$ cat src/logic/sirq_params.svh
// Constants for the serial interrupt level status block
`ifndef SIRQ_PARAMS_SVH
`define SIRQ_PARAMS_SVH

`define SIRQ_LINES       16        // Interrupt slots carried by the serial stream
`define SIRQ_ADDR_W      8         // Register port address width
`define SIRQ_MEM_MODE    8'h4A     // Trigger select, memory window
`define SIRQ_MEM_STATUS  8'h4C     // Level flags, memory window
`define SIRQ_CFG_MODE    8'hE2     // Trigger select, configuration space alias
`define SIRQ_CFG_STATUS  8'hE4     // Level flags, configuration space alias
`define SIRQ_FLAGS_RESET 16'h0000  // Level flags after any reset
`define SIRQ_MODE_RESET  16'h0000  // All lines edge mode after reset
`define SIRQ_READ_ZERO   16'h0000  // Answer for unmapped offsets

`endif

$ cat src/logic/sirq_pkg.sv
// Types shared by the serial interrupt level status block
`include "sirq_params.svh"

package sirq_pkg;

    // One register access request
    typedef struct packed {
        logic                      valid;  // Access this cycle
        logic                      write;  // 1 write, 0 read
        logic [`SIRQ_ADDR_W-1:0]   addr;   // Register offset
        logic [`SIRQ_LINES-1:0]    wdata;  // Write data
    } reg_req_t;

    // One register access answer
    typedef struct packed {
        logic                      ack;    // One cycle after the request
        logic [`SIRQ_LINES-1:0]    rdata;  // Read data, zero for writes
    } reg_rsp_t;

endpackage : sirq_pkg

$ cat src/logic/sirq_level_status.sv
// Level-mode interrupt status flags for a sixteen-slot serial interrupt stream
//
// How it works
// - Level-mode asserted slot sets its flag
// - Writing one clears flag, re-arms line
// - Edge-mode lines never set, read zero
// - Sixteen flags, bit n is line n
// - Link, global or power-on reset clears
// - Memory 4Ch and config E4h share flags
// - Mode bit zero edge, one level
// - Mode bits read/write at offset 4Ah
`include "sirq_params.svh"

module sirq_level_status (
    input  wire logic                   clk,
    input  wire logic                   resetn,
    input  wire logic                   express_link_reset_pin_n,
    input  wire logic                   global_reset_pin_n,
    input  wire logic [`SIRQ_LINES-1:0] serial_interrupt_line,
    input  wire sirq_pkg::reg_req_t     mem_req,
    input  wire sirq_pkg::reg_req_t     cfg_req,
    output sirq_pkg::reg_rsp_t          mem_rsp,
    output sirq_pkg::reg_rsp_t          cfg_rsp,
    output logic [`SIRQ_LINES-1:0]      level_flags
);

    logic [`SIRQ_LINES-1:0] flags_q;       // Shared level flag storage
    logic [`SIRQ_LINES-1:0] flags_d;       // Next flag value
    logic [`SIRQ_LINES-1:0] mode_q;        // Per-line trigger select
    logic [`SIRQ_LINES-1:0] set_vec;       // Level assertions this cycle
    logic [`SIRQ_LINES-1:0] clr_vec;       // Clears from either path
    logic [`SIRQ_LINES-1:0] mem_clr;       // Clear mask, memory window
    logic [`SIRQ_LINES-1:0] cfg_clr;       // Clear mask, config alias
    logic                   mem_mode_we;   // Mode write, memory window
    logic                   cfg_mode_we;   // Mode write, config alias
    logic                   mem_sel_st;    // Status selected, memory
    logic                   mem_sel_md;    // Mode selected, memory
    logic                   cfg_sel_st;    // Status selected, config
    logic                   cfg_sel_md;    // Mode selected, config
    logic                   ext_rst;       // Either reset pin active
    sirq_pkg::reg_rsp_t     mem_rsp_q;     // Registered memory answer
    sirq_pkg::reg_rsp_t     cfg_rsp_q;     // Registered config answer

    // Reset pins are synchronous to clk and reset flags and mode like power-on reset
    // Either pin alone is enough; resetn stays the only asynchronous path
    assign ext_rst = !express_link_reset_pin_n || !global_reset_pin_n;

    // Each path has its own decoder so that both may run in one cycle
    // Memory window decode
    sirq_port_decode #(
        .MODE_OFS   (`SIRQ_MEM_MODE),
        .STATUS_OFS (`SIRQ_MEM_STATUS)
    ) u_mem_dec (
        .req          (mem_req),
        .status_clear (mem_clr),
        .mode_we      (mem_mode_we),
        .sel_status   (mem_sel_st),
        .sel_mode     (mem_sel_md)
    );

    // Configuration space alias decode
    sirq_port_decode #(
        .MODE_OFS   (`SIRQ_CFG_MODE),
        .STATUS_OFS (`SIRQ_CFG_STATUS)
    ) u_cfg_dec (
        .req          (cfg_req),
        .status_clear (cfg_clr),
        .mode_we      (cfg_mode_we),
        .sel_status   (cfg_sel_st),
        .sel_mode     (cfg_sel_md)
    );

    // Both paths clear the same storage; a clear from either is honoured
    assign clr_vec = mem_clr | cfg_clr;

    // Trigger select register; memory window wins a same-cycle collision
    // No byte lanes: a mode write always replaces all sixteen bits
    always_ff @(posedge clk or negedge resetn) begin
        if (!resetn) begin
            mode_q <= `SIRQ_MODE_RESET;
        end else if (ext_rst) begin
            mode_q <= `SIRQ_MODE_RESET;
        end else if (mem_mode_we) begin
            mode_q <= mem_req.wdata;
        end else if (cfg_mode_we) begin
            mode_q <= cfg_req.wdata;
        end
    end

    // Per-line flag logic
    // Edge lines are masked here, not at the stream input, so a line
    // switched to edge mode loses its flag at the next edge
    genvar gi;
    generate
        for (gi = 0; gi < `SIRQ_LINES; gi++) begin : g_line
            // Only level-mode lines may report
            assign set_vec[gi] = mode_q[gi] && serial_interrupt_line[gi];
            // Set wins over clear; edge mode forces zero
            assign flags_d[gi] = mode_q[gi]
                && (set_vec[gi] || (flags_q[gi] && !clr_vec[gi]));
        end
    endgenerate

    // Shared flag storage, bit n is line n
    // Pin resets act at the edge they are seen; responses keep answering
    always_ff @(posedge clk or negedge resetn) begin
        if (!resetn) begin
            flags_q <= `SIRQ_FLAGS_RESET;
        end else if (ext_rst) begin
            flags_q <= `SIRQ_FLAGS_RESET;
        end else begin
            flags_q <= flags_d;
        end
    end

    // Memory window answer; reads show the value before this cycle's update
    // Ack follows valid for writes and unmapped offsets alike
    always_ff @(posedge clk or negedge resetn) begin
        if (!resetn) begin
            mem_rsp_q <= '0;
        end else begin
            mem_rsp_q.ack <= mem_req.valid;
            if (mem_sel_st && !mem_req.write) begin
                mem_rsp_q.rdata <= flags_q;
            end else if (mem_sel_md && !mem_req.write) begin
                mem_rsp_q.rdata <= mode_q;
            end else begin
                mem_rsp_q.rdata <= `SIRQ_READ_ZERO;  // Unmapped or write
            end
        end
    end

    // Configuration alias answer, same storage as the memory window
    // A read never clears anything; only a written one does
    always_ff @(posedge clk or negedge resetn) begin
        if (!resetn) begin
            cfg_rsp_q <= '0;
        end else begin
            cfg_rsp_q.ack <= cfg_req.valid;
            if (cfg_sel_st && !cfg_req.write) begin
                cfg_rsp_q.rdata <= flags_q;
            end else if (cfg_sel_md && !cfg_req.write) begin
                cfg_rsp_q.rdata <= mode_q;
            end else begin
                cfg_rsp_q.rdata <= `SIRQ_READ_ZERO;  // Unmapped or write
            end
        end
    end

    // Outputs straight from flops
    // Flag copy lets a host watch the flags without a bus access
    assign mem_rsp     = mem_rsp_q;
    assign cfg_rsp     = cfg_rsp_q;
    assign level_flags = flags_q;
endmodule : sirq_level_status

$ cat src/logic/sirq_port_decode.sv
// Offset decoder for one register access path
`include "sirq_params.svh"

module sirq_port_decode #(
    parameter logic [`SIRQ_ADDR_W-1:0] MODE_OFS   = `SIRQ_MEM_MODE,
    parameter logic [`SIRQ_ADDR_W-1:0] STATUS_OFS = `SIRQ_MEM_STATUS
) (
    input  wire sirq_pkg::reg_req_t     req,
    output logic [`SIRQ_LINES-1:0]      status_clear,
    output logic                        mode_we,
    output logic                        sel_status,
    output logic                        sel_mode
);

    // Pure decode; the caller registers the answer
    always_comb begin
        sel_status   = req.valid && (req.addr == STATUS_OFS);
        sel_mode     = req.valid && (req.addr == MODE_OFS);
        mode_we      = sel_mode && req.write;
        // Write one to clear; zeros leave the flag alone
        status_clear = (sel_status && req.write) ? req.wdata : `SIRQ_FLAGS_RESET;
    end

endmodule : sirq_port_decode

$ cat config.mk
export PLATFORM = sky130hd
export DESIGN_NAME = sirq_level_status
export DESIGN_NICKNAME = d
export VERILOG_FILES = /design/src/logic/sirq_pkg.sv /design/src/logic/sirq_level_status.sv /design/src/logic/sirq_port_decode.sv
export VERILOG_INCLUDE_DIRS = /design/src /design/src/logic
export SDC_FILE = /design/constraint.sdc
export NUM_CORES = 1
export LEC_CHECK = 0
export ABC_AREA = 1
export BUFFER_PORTS_ARGS = -buffer_cell sky130_fd_sc_hd__buf_2
export CAP_MARGIN = 10
export CORE_ASPECT_RATIO = 2
export CORE_UTILIZATION = 50
export CTS_CLUSTER_SIZE = 10
export DETAILED_ROUTE_END_ITERATION = 6
export GPL_ROUTABILITY_DRIVEN = 0
export PLACE_DENSITY_LB_ADDON = 0.05
export SLEW_MARGIN = 5
export SYNTH_ARGS = -nofsm -noshare
export SYNTH_HDL_FRONTEND = slang
export SYNTH_SLANG_ARGS = --single-unit
$ cat constraint.sdc
create_clock -name clk -period 1 [get_ports clk]
set_clock_uncertainty 0.2 [all_clocks]
set_input_delay 0.2 -clock clk [delete_from_list [all_inputs] [get_ports clk]]
set_output_delay 0.2 -clock clk [all_outputs]
set_load 0.02 [all_outputs]
==> run_results.csv, run 1 <==
group,metric,value,unit
outcome,status,"did not finish",
outcome,failed_stage,"global routing",
outcome,stop_error,"[ERROR GRT-0116] Global routing finished with congestion. Check the congestion regions in the DRC Viewer.",
floorplanning,dieHeight,121,µm
yosys,yosys_warnings,0,
floorplanning,start_util,52.2,%
placed_design,portBuffers,121,
grt,grt_max_degree,49,
clock_tree,root_buffer,"clkbuf_16",
floorplanning,fp.dieW,61.3,µm
yosys,synth.area.top_cells,"dfrtp_1 47%, nand4_1 11%, nand2_1 11%, nand3_2 4.8%, inv_1 4.5%",
yosys,synth_cells,406,
floorplanning,num_rows,42,
grt,grt_usage,69.5,%
yosys,ys_ff_latch,66,
clock_tree,cts_sinks,66,
grt,grt_pass1_vias,5779,
yosys,post-synth-top-area-cell,"dfrtp_1",
clock_tree,clock_path_buffers,2,
yosys,synth_area_per_cell,8.65,µm²
yosys,syn_nets,478,
clock_tree,htree_num_levels,3,
yosys,synth_cell_types,22,
yosys,synth_area,0.00351,mm²
placed_design,dp.cells,618,
yosys,synth_top_area_share,47.0,%
grt,grt_first_pass_wirelength,36.1,mm
floorplanning,io_pins,122,
clock_tree,cts_buffers,9,
grt,grt_remaining_overflow,3,
placed_design,post-dp-hpwl,8.05,mm
yosys,ys_seq_area_share,47.0,%
[kinds of logic after synthesis]
family	count (synthesis)	synth area share (%)
and+or+nand+nor	217	33.8
AOI/OAI and AO/OA	48	9.76
DFF	66	47.0
buffers and inverters	75	9.40
[cell usage after synthesis]
| cell | instances |
|---|---|
| nand3_2 | 17 |
| inv_1 | 42 |
| dfrtp_1 | 66 |
| nor2_8 | 1 |
| buf_2 | 18 |
| nor2_2 | 1 |
| clkbuf_1 | 5 |
| a21oi_1 | 16 |
| nand3_4 | 1 |
| o22ai_1 | 22 |
| nand2_2 | 4 |
| buf_4 | 2 |
| nand2_1 | 101 |
| buf_6 | 1 |
| inv_2 | 3 |
| nand3_1 | 24 |
| buf_1 | 3 |
| nand4_1 | 64 |
| o22ai_2 | 10 |
| nor2_4 | 3 |
| nor3_4 | 1 |
| buf_8 | 1 |
[repair_timing]
action / CTS
gates resized for setup: 241
setup endpoints to repair: 114
hold buffers: 19
pin swaps: 76
cloned: 12
hold endpoints to repair: 85
setup buffers: 35
[metal layers]
metal	global-route usage, %	overflow
met3	50.3	0
met2	86.4	0
met5	7.56	0
met4	63.2	3
met1	73.0	0
[through the flow]
step / cell area [µm²] / setup TNS (ns) / setup WS (ns) / utilization (%) / hold slack (ns)
after global placement: 4590 / -29.64 / -0.549 / 68.3 / -0.136
after floorplan: 3700 / -14.72 / -0.299 / - / -0.296
after detailed placement: 4590 / -30.78 / -0.555 / 68.3 / -0.133
after CTS: 6500 / -25.00 / -0.338 / 96.7 / -0.00316
==> run 2: changes to the inputs <==
Settings changed: CORE_ASPECT_RATIO 2 to unset, CORE_UTILIZATION 50 to 39, CTS_CLUSTER_SIZE 10 to unset, PLACE_DENSITY_LB_ADDON 0.05 to 0.15.
==> run_results.csv, run 2 <==
group,metric,value,unit
outcome,status,"finished with violations",
outcome,violations,"hold timing, setup timing",
clock_tree,root_buffer,"clkbuf_8",
grt,grt_antenna_before_repair,0,
yosys,synthSimpleGateAreaFrac,33.8,%
yosys,synth_xor_area_share,0,%
sta,hold_violations,3,
yosys,yosysMostFrequentCell,"nand2_1",
routing,ant_nets,0,
placed_design,portBuffers,121,
finish,drive_gt1_share,59.9,%
yosys,synth_cell_types,22,
yosys,synthFlopType,"dfrtp_1",
yosys,synth-compound-area-share,9.76,%
placed_design,dp_worst_setup_slack,-0.546,ns
routing,wl,14.6,mm
sta,min_period,1.34,ns
worst_setup_path,crit_required,0.60,ns
floorplanning,io_pins,122,
worst_setup_path,end_kind,"output port",
sta,finalCritPeriodShare,134,%
finish,multiInputGateArea,0.00225,mm²
pwr,power_density,873,mW/mm²
clock_tree,cts_tree,"built",
sta,tightest_slew,0.376,ns
floorplanning,num_rows,34,
pwr,leakage,2.97,nW
placed_design,dpl_cell_area,0.00464,mm²
grt,grt_remaining_overflow,0,
yosys,synth_area_per_cell,8.65,µm²
clock_tree,htree_num_levels,3,
clock_tree,cts_sinks,66,
worst_setup_path,critPathLaunchType,"flop",
pwr,power,5.89,mW
yosys,synth_area,0.00351,mm²
routing,drc_errors,0,
worst_setup_path,path_cells,"buf_6",
sta,fin_tns_setup,-24.66,ns
finish,nets,690,
yosys,synth.area.top_cells,"dfrtp_1 47%, nand4_1 11%, nand2_1 11%, nand3_2 4.8%, inv_1 4.5%",
finish,layout_commonest_cell,"buf_6",
worst_setup_path,critical_path.max_stage_delay,0.43,ns
finish,finish.instance_area,0.00675,mm²
worst_hold_path,hp-class,"input port to flop",
worst_setup_path,path_delay_family,"flip-flops",
pwr,ir_drop,0.699,mV
sta,layout_setup_ws,-0.339,ns
clock_tree,path_clk_slew,0.09,ns
sta,rsz0062_at_grt,"yes",
worst_setup_path,cp_data_arrival_time,0.94,ns
routing,drt_pre_antenna_iters,5,
worst_setup_path,slowest_stage,"dfrtp_1",
sta,whs,-0.00939,ns
pwr,internal_power,4.14,mW
clock_tree,insertion_delay,0.35,ns
yosys,yosys_warnings,0,
yosys,synth_edf_count,0,
sta,finalSetupViolCount,114,
grt,grt_pass1_vias,4105,
floorplanning,dieArea,0.00939,mm²
placed_design,post-dp-hpwl,7.60,mm
grt,grt_first_pass_wirelength,21.3,mm
worst_setup_path,cp_num_buf_inv,1,
finish,final_cell_mix,"73 x buf_6, 66 x dfrtp_1, 64 x nand4_1, 64 x buf_2, 57 x nand2_1",
yosys,synth_fa_ha_area_share,0,%
worst_setup_path,critPathMaxFanout,2,
routing,drtIter0Drc,405,
pwr,switching_share,29.7,%
pwr,power_switching,1.75,mW
routing,wire_per_inst,19.9,µm
clock_tree,clock_path_buffers,2,
finish,syn_to_final_growth,92.0,%
routing,num_vias,4200,
yosys,synth_common_cells,"101 x nand2_1, 66 x dfrtp_1, 64 x nand4_1",
routing,routed_via_density,5.75,
floorplanning,start_util,40.3,%
finish,regArea,0.00165,mm²
grt,grt_usage,29.1,%
yosys,muxShareOfSynthArea,0,%
yosys,synth_top_area_share,47.0,%
floorplanning,core,0.00872,mm²
finish,fill_cells,544,
sta,maxSlewViolCount,0,
clock_tree,cts_buffers,9,
yosys,synth-async-reset-ratio,100,%
floorplanning,dieHeight,96.9,µm
yosys,ys_seq_area_share,47.0,%
run,max_cap_viol_count,0,
pwr,combPwrFrac,17.1,%
yosys,post-synth-top-area-cell,"dfrtp_1",
yosys,synth_cells,406,
pwr,seqPwrFrac,47.4,%
finish,n_antenna_cell,0,
yosys,ys_ff_latch,66,
sta,max_clock_freq,747,MHz
pwr,pwr-share-clk,35.5,%
sta,slew_headroom,74.9,%
yosys,synth_top_family_by_area,"simple AND/OR/NAND/NOR gates",
grt,grt_max_degree,48,
floorplanning,fp.dieW,96.9,µm
yosys,syn_nets,478,
worst_setup_path,critical_path_class,"flop to output port",
run 2: cell counts after synthesis:
Identical to the previous run, type by type.
run 2: through the flow:
stage          util [%]  cells
2_1_floorplan         -    406
3_3_place_gp       53.2    637
3_5_place_dp       53.2    637
4_1_cts            73.1    726
5_1_grt            77.3    731
6_report           77.3    731
run 2: kinds of logic after synthesis:
group	after synthesis
AOI/OAI and AO/OA	48
buffers and inverters	75
DFF	66
and+or+nand+nor	217
run 2: per-layer routing:
layer / GRT usage, % / vias up / routed length (µm)
met5: 0 / - / 0
met4: 11.5 / 0 / 301
met3: 5.35 / 35 / 1160
met2: 47.5 / 288 / 7180
met1: 38.2 / 2032 / 5920
li1: - / 1845 / -
run 2: worst paths after layout:
kind / from / end / cells past startpoint / slack (ns)
min in group asynchronous: resetn / level_flags[14]$_DFF_PN0_ / 3 / 0.15
setup reg to reg: level_flags[5]$_DFF_PN0_ / mem_rsp[5]$_DFF_PN0_ / 4 / -0.18
setup / recovery: level_flags[14]$_DFF_PN0_ / level_flags[14] / 1 / -0.34
hold reg to reg: mode_q[14]$_DFFE_PN0P_ / mem_rsp[14]$_DFF_PN0_ / 2 / 0.42
max in group asynchronous: resetn / level_flags[1]$_DFF_PN0_ / 3 / 0.18
hold / removal: mem_req[11] / level_flags[11]$_DFF_PN0_ / 4 / -0.009
run 2: power groups by stage:
stage	Sequential, mW	Combinational, mW	Clock, mW
final	2.79	1.01	2.09
after global routing	2.80	1.07	2.22
after CTS	2.77	0.907	2.05
after detailed placement	2.81	0.692	0
after global placement	2.81	0.680	0
after floorplan	2.81	0.320	0
run 2: final cells by class:
type	instances	area share [%]
Timing Repair Buffer	229	34.3
Multi-Input combinational cell	267	33.3
Sequential cell	66	24.5
Inverter	45	3.38
Clock buffer	11	2.10
Tap cell	108	2.00
Clock inverter	5	0.445
run 2: what timing repair did:
| item | CTS | global route |
|---|---|---|
| hold endpoints to repair | 92 | 0 |
| endpoints found under the setup margin | 114 | 114 |
| gates cloned | 14 | 0 |
| resized for setup | 210 | 85 |
| pin swaps | 70 | 43 |
| hold buffers | 19 | 0 |
| buffers inserted | 42 | 8 |
Note: power is estimated with default switching activity, not from simulation.
==> run 3: changes to the inputs <==
--- a/constraint.sdc
+++ b/constraint.sdc
@@ -4,2 +4,2 @@
 set_output_delay 0.2 -clock clk [all_outputs]
-set_load 0.02 [all_outputs]
+set_load 0.01 [all_outputs]
==> run_results.csv, run 3 (same netlist as run 2, synthesis figures left out) <==
group,metric,value,unit
grt,grt_antenna_before_repair,0,
sta,max_clock_freq,758,MHz
clock_tree,htree_num_levels,3,
finish,n_antenna_cell,0,
pwr,combPwrFrac,14.2,%
sta,whs,-0.00513,ns
floorplanning,dieHeight,96.9,µm
clock_tree,cts_sinks,66,
run,max_cap_viol_count,0,
pwr,seqPwrFrac,42.1,%
floorplanning,io_pins,122,
worst_setup_path,critical_path_class,"flop to output port",
sta,slew_headroom,81.5,%
grt,grt_pass1_vias,3925,
finish,fin_util,71.4,%
sta,min_period,1.32,ns
sta,tightest_slew,0.277,ns
worst_setup_path,path_cells,"buf_2",
sta,maxSlewViolCount,0,
floorplanning,num_rows,34,
floorplanning,dieArea,0.00939,mm²
worst_setup_path,crit_required,0.60,ns
sta,layout_setup_ws,-0.319,ns
worst_setup_path,cp_num_buf_inv,1,
sta,finalSetupViolCount,114,
placed_design,post-dp-hpwl,7.57,mm
pwr,power_density,1050,mW/mm²
pwr,switching_share,25.8,%
sta,hold_violations,2,
finish,drive_gt1_share,59.8,%
worst_setup_path,cp_data_arrival_time,0.92,ns
pwr,power,6.56,mW
worst_setup_path,end_kind,"output port",
floorplanning,start_util,40.3,%
worst_setup_path,path_delay_family,"flip-flops",
grt,grt_first_pass_wirelength,20.3,mm
pwr,ir_drop,0.758,mV
finish,syn_to_final_growth,77.1,%
routing,ant_nets,0,
finish,nets,671,
grt,grt_remaining_overflow,0,
pwr,internal_power,4.87,mW
finish,layout_commonest_cell,"buf_2",
pwr,pwr-share-clk,43.7,%
sta,finalCritPeriodShare,132,%
floorplanning,fp.dieW,96.9,µm
floorplanning,core,0.00872,mm²
routing,wl,12.7,mm
worst_setup_path,slowest_stage,"dfrtp_1",
worst_setup_path,critPathLaunchType,"flop",
routing,drc_errors,0,
placed_design,dp_worst_setup_slack,-0.530,ns
grt,grt_usage,27.5,%
routing,drt_pre_antenna_iters,5,
routing,num_vias,3955,
outcome,violations,"hold timing, setup timing",
clock_tree,clock_path_buffers,2,
routing,routed_via_density,5.55,
grt,grt_max_degree,38,
worst_setup_path,critPathMaxFanout,2,
routing,drtIter0Drc,232,
pwr,leakage,2.86,nW
placed_design,portBuffers,121,
clock_tree,insertion_delay,0.34,ns
outcome,status,"finished with violations",
worst_hold_path,hp-class,"input port to flop",
pwr,power_switching,1.69,mW
finish,final_cell_mix,"110 x buf_2, 66 x dfrtp_1, 64 x nand4_1",
routing,wire_per_inst,17.8,µm
clock_tree,path_clk_slew,0.09,ns
clock_tree,root_buffer,"clkbuf_8",
clock_tree,cts_buffers,9,
finish,fill_cells,608,
sta,rsz0062_at_grt,"yes",
worst_setup_path,critical_path.max_stage_delay,0.42,ns
clock_tree,cts_tree,"built",
## run 3: cell count changes in the layout (fill, tap and decap cells not counted), sizes merged
cell,change
buf,-17
bufinv,+3
clkbuf,-2
clkinv,+1
clkinvlp,-1
inv,-2
nand2,-1
## run 3: path summary, 6_finish.rpt
path | slack, ns | end | start | depth (start not counted)
worst max register to register | -0.10 | level_flags[7]$_DFF_PN0_ | level_flags[7]$_DFF_PN0_ | 4
min in group asynchronous | 0.19 | cfg_rsp[3]$_DFF_PN0_ | resetn | 3
worst min register to register | 0.38 | level_flags[14]$_DFF_PN0_ | mode_q[14]$_DFFE_PN0P_ | 2
worst max-delay path | -0.32 | level_flags[11] | level_flags[11]$_DFF_PN0_ | 1
worst min-delay path | -0.005 | mode_q[2]$_DFFE_PN0P_ | cfg_req[2] | 5
max in group asynchronous | 0.20 | level_flags[2]$_DFF_PN0_ | resetn | 3
## run 3: per-layer routing
metal | part of all wire, % | wire [µm] | vias up | GRT usage (%)
met5 | 0 | 0 | - | 0
met4 | 2.7 | 337 | 0 | 10.7
met3 | 6.0 | 764 | 41 | 4.62
met2 | 49 | 6170 | 207 | 44.7
met1 | 43 | 5430 | 1902 | 36.6
li1 | - | - | 1805 | -
## run 3: layout make-up
type	count	area (µm²)	area share [%]
clock inverters	6	113	1.81
well taps	108	135	2.17
multi-input cells	266	2140	34.4
repair buffers	211	1820	29.3
inverters	45	224	3.60
clock buffers	10	138	2.21
flip-flops and latches	66	1650	26.5
## run 3: timing repair
action                                  in CTS  in global routing
endpoints found under the setup margin     114                114
buffers inserted                            31                 13
resized for setup                          120                 83
gates cloned                                11                  0
pin swaps                                   58                 35
endpoints found under the hold margin       86                  0
hold buffers                                19                  0
## run 3: power groups by stage
stage / sequential (mW) / combinational (mW) / clock [mW]
after global routing: 2.77 / 1.00 / 3.01
after floorplan: 2.80 / 0.296 / 0
after global placement: 2.81 / 0.641 / 0
after detailed placement: 2.81 / 0.650 / 0
final: 2.77 / 0.930 / 2.87
after CTS: 2.76 / 0.855 / 2.87
## run 3: per-stage QoR
step	area (µm²)	setup TNS, ns	cells	hold slack, ns
after CTS	5980	-20.31	711	-0.0140
after floorplan	3600	-16.22	406	-0.296
after detailed placement	4560	-31.09	636	0.00642
final	6220	-20.14	712	-0.00513
after global routing	6220	-24.22	712	0.0140
after global placement	4560	-29.89	636	0.0185
==> run 4: changes to the inputs <==
Settings changed: CORE_MARGIN set to 10.
==> run_results.csv, run 4 (same netlist as run 2, synthesis figures left out) <==
group,metric,value,unit
finish,multiInputGateArea,0.00210,mm²
routing,wire_per_inst,20.0,µm
sta,rsz0062_at_grt,"yes",
sta,fin_tns_setup,-23.20,ns
finish,regArea,0.00165,mm²
sta,max_clock_freq,756,MHz
placed_design,dp.cells,635,
floorplanning,io_pins,122,
finish,drive_gt1_share,58.5,%
sta,min_period,1.32,ns
floorplanning,num_rows,34,
clock_tree,cts_buffers,9,
outcome,status,"finished with violations",
clock_tree,path_clk_slew,0.08,ns
sta,finalSetupViolCount,114,
sta,tightest_slew,0.339,ns
routing,routed_via_density,5.61,
worst_setup_path,cp_num_buf_inv,1,
floorplanning,dieArea,0.0132,mm²
grt,grt_antenna_before_repair,3,
worst_setup_path,path_cells,"buf_2",
grt,grt_first_pass_wirelength,21.2,mm
finish,final_cell_mix,"105 x buf_2, 66 x dfrtp_1, 64 x nand4_1",
worst_setup_path,path_delay_family,"flip-flops",
grt,grt_remaining_overflow,0,
placed_design,portBuffers,121,
finish,fill_cells,640,
sta,finalCritPeriodShare,132,%
worst_setup_path,startpoint,"level_flags[14]$_DFF_PN0_",
sta,slew_headroom,77.3,%
clock_tree,cts_tree,"built",
placed_design,post-dp-hpwl,8.55,mm
clock_tree,cts_sinks,66,
worst_setup_path,end_kind,"output port",
sta,whs,-0.0209,ns
grt,grt_max_degree,40,
pwr,ir_drop,0.564,mV
floorplanning,dieHeight,115,µm
worst_setup_path,critPathMaxFanout,2,
finish,fin_util,71.2,%
routing,drtIter0Drc,327,
finish,syn_to_final_growth,77.6,%
finish,stdcell_count,720,
finish,nets,677,
placed_design,dp_worst_setup_slack,-0.600,ns
routing,num_vias,4041,
worst_hold_path,hold_start,"cfg_req[11]",
clock_tree,insertion_delay,0.35,ns
clock_tree,cts.hold.buffers_added,19,
worst_setup_path,critical_path.max_stage_delay,0.42,ns
worst_setup_path,critPathLaunchType,"flop",
sta,hold_violations,6,
pwr,power_density,1000,mW/mm²
run,max_cap_viol_count,0,
routing,ant_nets,0,
worst_setup_path,r2r_start,"level_flags[0]$_DFF_PN0_",
floorplanning,core,0.00876,mm²
sta,maxSlewViolCount,0,
outcome,violations,"hold timing, setup timing",
grt,grt_usage,20.2,%
worst_setup_path,critical_path_class,"flop to output port",
worst_setup_path,slowest_stage,"dfrtp_1",
clock_tree,clock_path_buffers,2,
floorplanning,start_util,40.1,%
routing,drt_pre_antenna_iters,5,
worst_hold_path,hp-class,"input port to flop",
routing,wl,14.4,mm
finish,layout_commonest_cell,"buf_2",
worst_setup_path,cp_data_arrival_time,0.92,ns
grt,grt_pass1_vias,4014,
sta,layout_setup_ws,-0.323,ns
finish,finish.instance_area,0.00624,mm²
placed_design,dpl_cell_area,0.00455,mm²
pwr,leakage,2.86,nW
routing,drc_errors,0,
worst_setup_path,crit_required,0.60,ns
clock_tree,root_buffer,"clkbuf_8",
clock_tree,htree_num_levels,3,
pwr,power,6.24,mW
floorplanning,fp.dieW,115,µm
## run 4: cell types whose count changed in the layout (fill, tap and decap cells not counted), sizes merged
| cell | change |
|---|---|
| inv | +1 |
| clkinv | +2 |
| clkbuf | -1 |
| buf | +5 |
| bufinv | -1 |
| nand2 | +1 |
| clkinvlp | -1 |
| diode | +2 |
## run 4: routing by layer
| layer | share of wire [%] | wire length (µm) | vias to the layer above | global-route usage, % |
|---|---|---|---|---|
| met2 | 49 | 7080 | 226 | 33.3 |
| li1 | - | - | 1822 | - |
| met1 | 39 | 5650 | 1949 | 24.7 |
| met5 | 0.090 | 13 | - | 0 |
| met3 | 8.5 | 1230 | 42 | 5.68 |
| met4 | 2.8 | 397 | 2 | 7.18 |
## run 4: timing repair
item,4_1_cts,5_1_grt
hold endpoints to repair,93,1
gates resized for setup,96,91
pin swaps,58,47
endpoints found under the setup margin,114,114
setup buffers,31,13
gates cloned,12,1
## run 4: cell type report
class                   count  share of cell area [%]
diodes                      2                  0.0802
clock buffers               9                    1.99
clock inverters             7                    1.48
inverters                  45                    3.07
multi-input cells         267                    33.6
flip-flops and latches     66                    26.5
well taps                 108                    2.17
repair buffers            216                    31.1
## run 4: final timing paths
path / end / slack, ns / cells past startpoint
hold reg to reg: level_flags[5]$_DFF_PN0_ / 0.39 / 2
max in group asynchronous: mem_rsp[11]$_DFF_PN0_ / 0.21 / 3
setup reg to reg: cfg_rsp[0]$_DFF_PN0_ / -0.12 / 4
hold / removal: level_flags[11]$_DFF_PN0_ / -0.02 / 4
min in group asynchronous: mem_rsp[16]$_DFF_PN0_ / 0.18 / 3
setup / recovery: level_flags[14] / -0.32 / 1
## run 4: report_power, final
part           leakage, nW  internal [mW]  switching, mW
Sequential           0.909           2.71         0.0738
Clock                0.113           1.40           1.14
Combinational         1.84          0.435          0.481
Total                 2.86           4.55           1.69
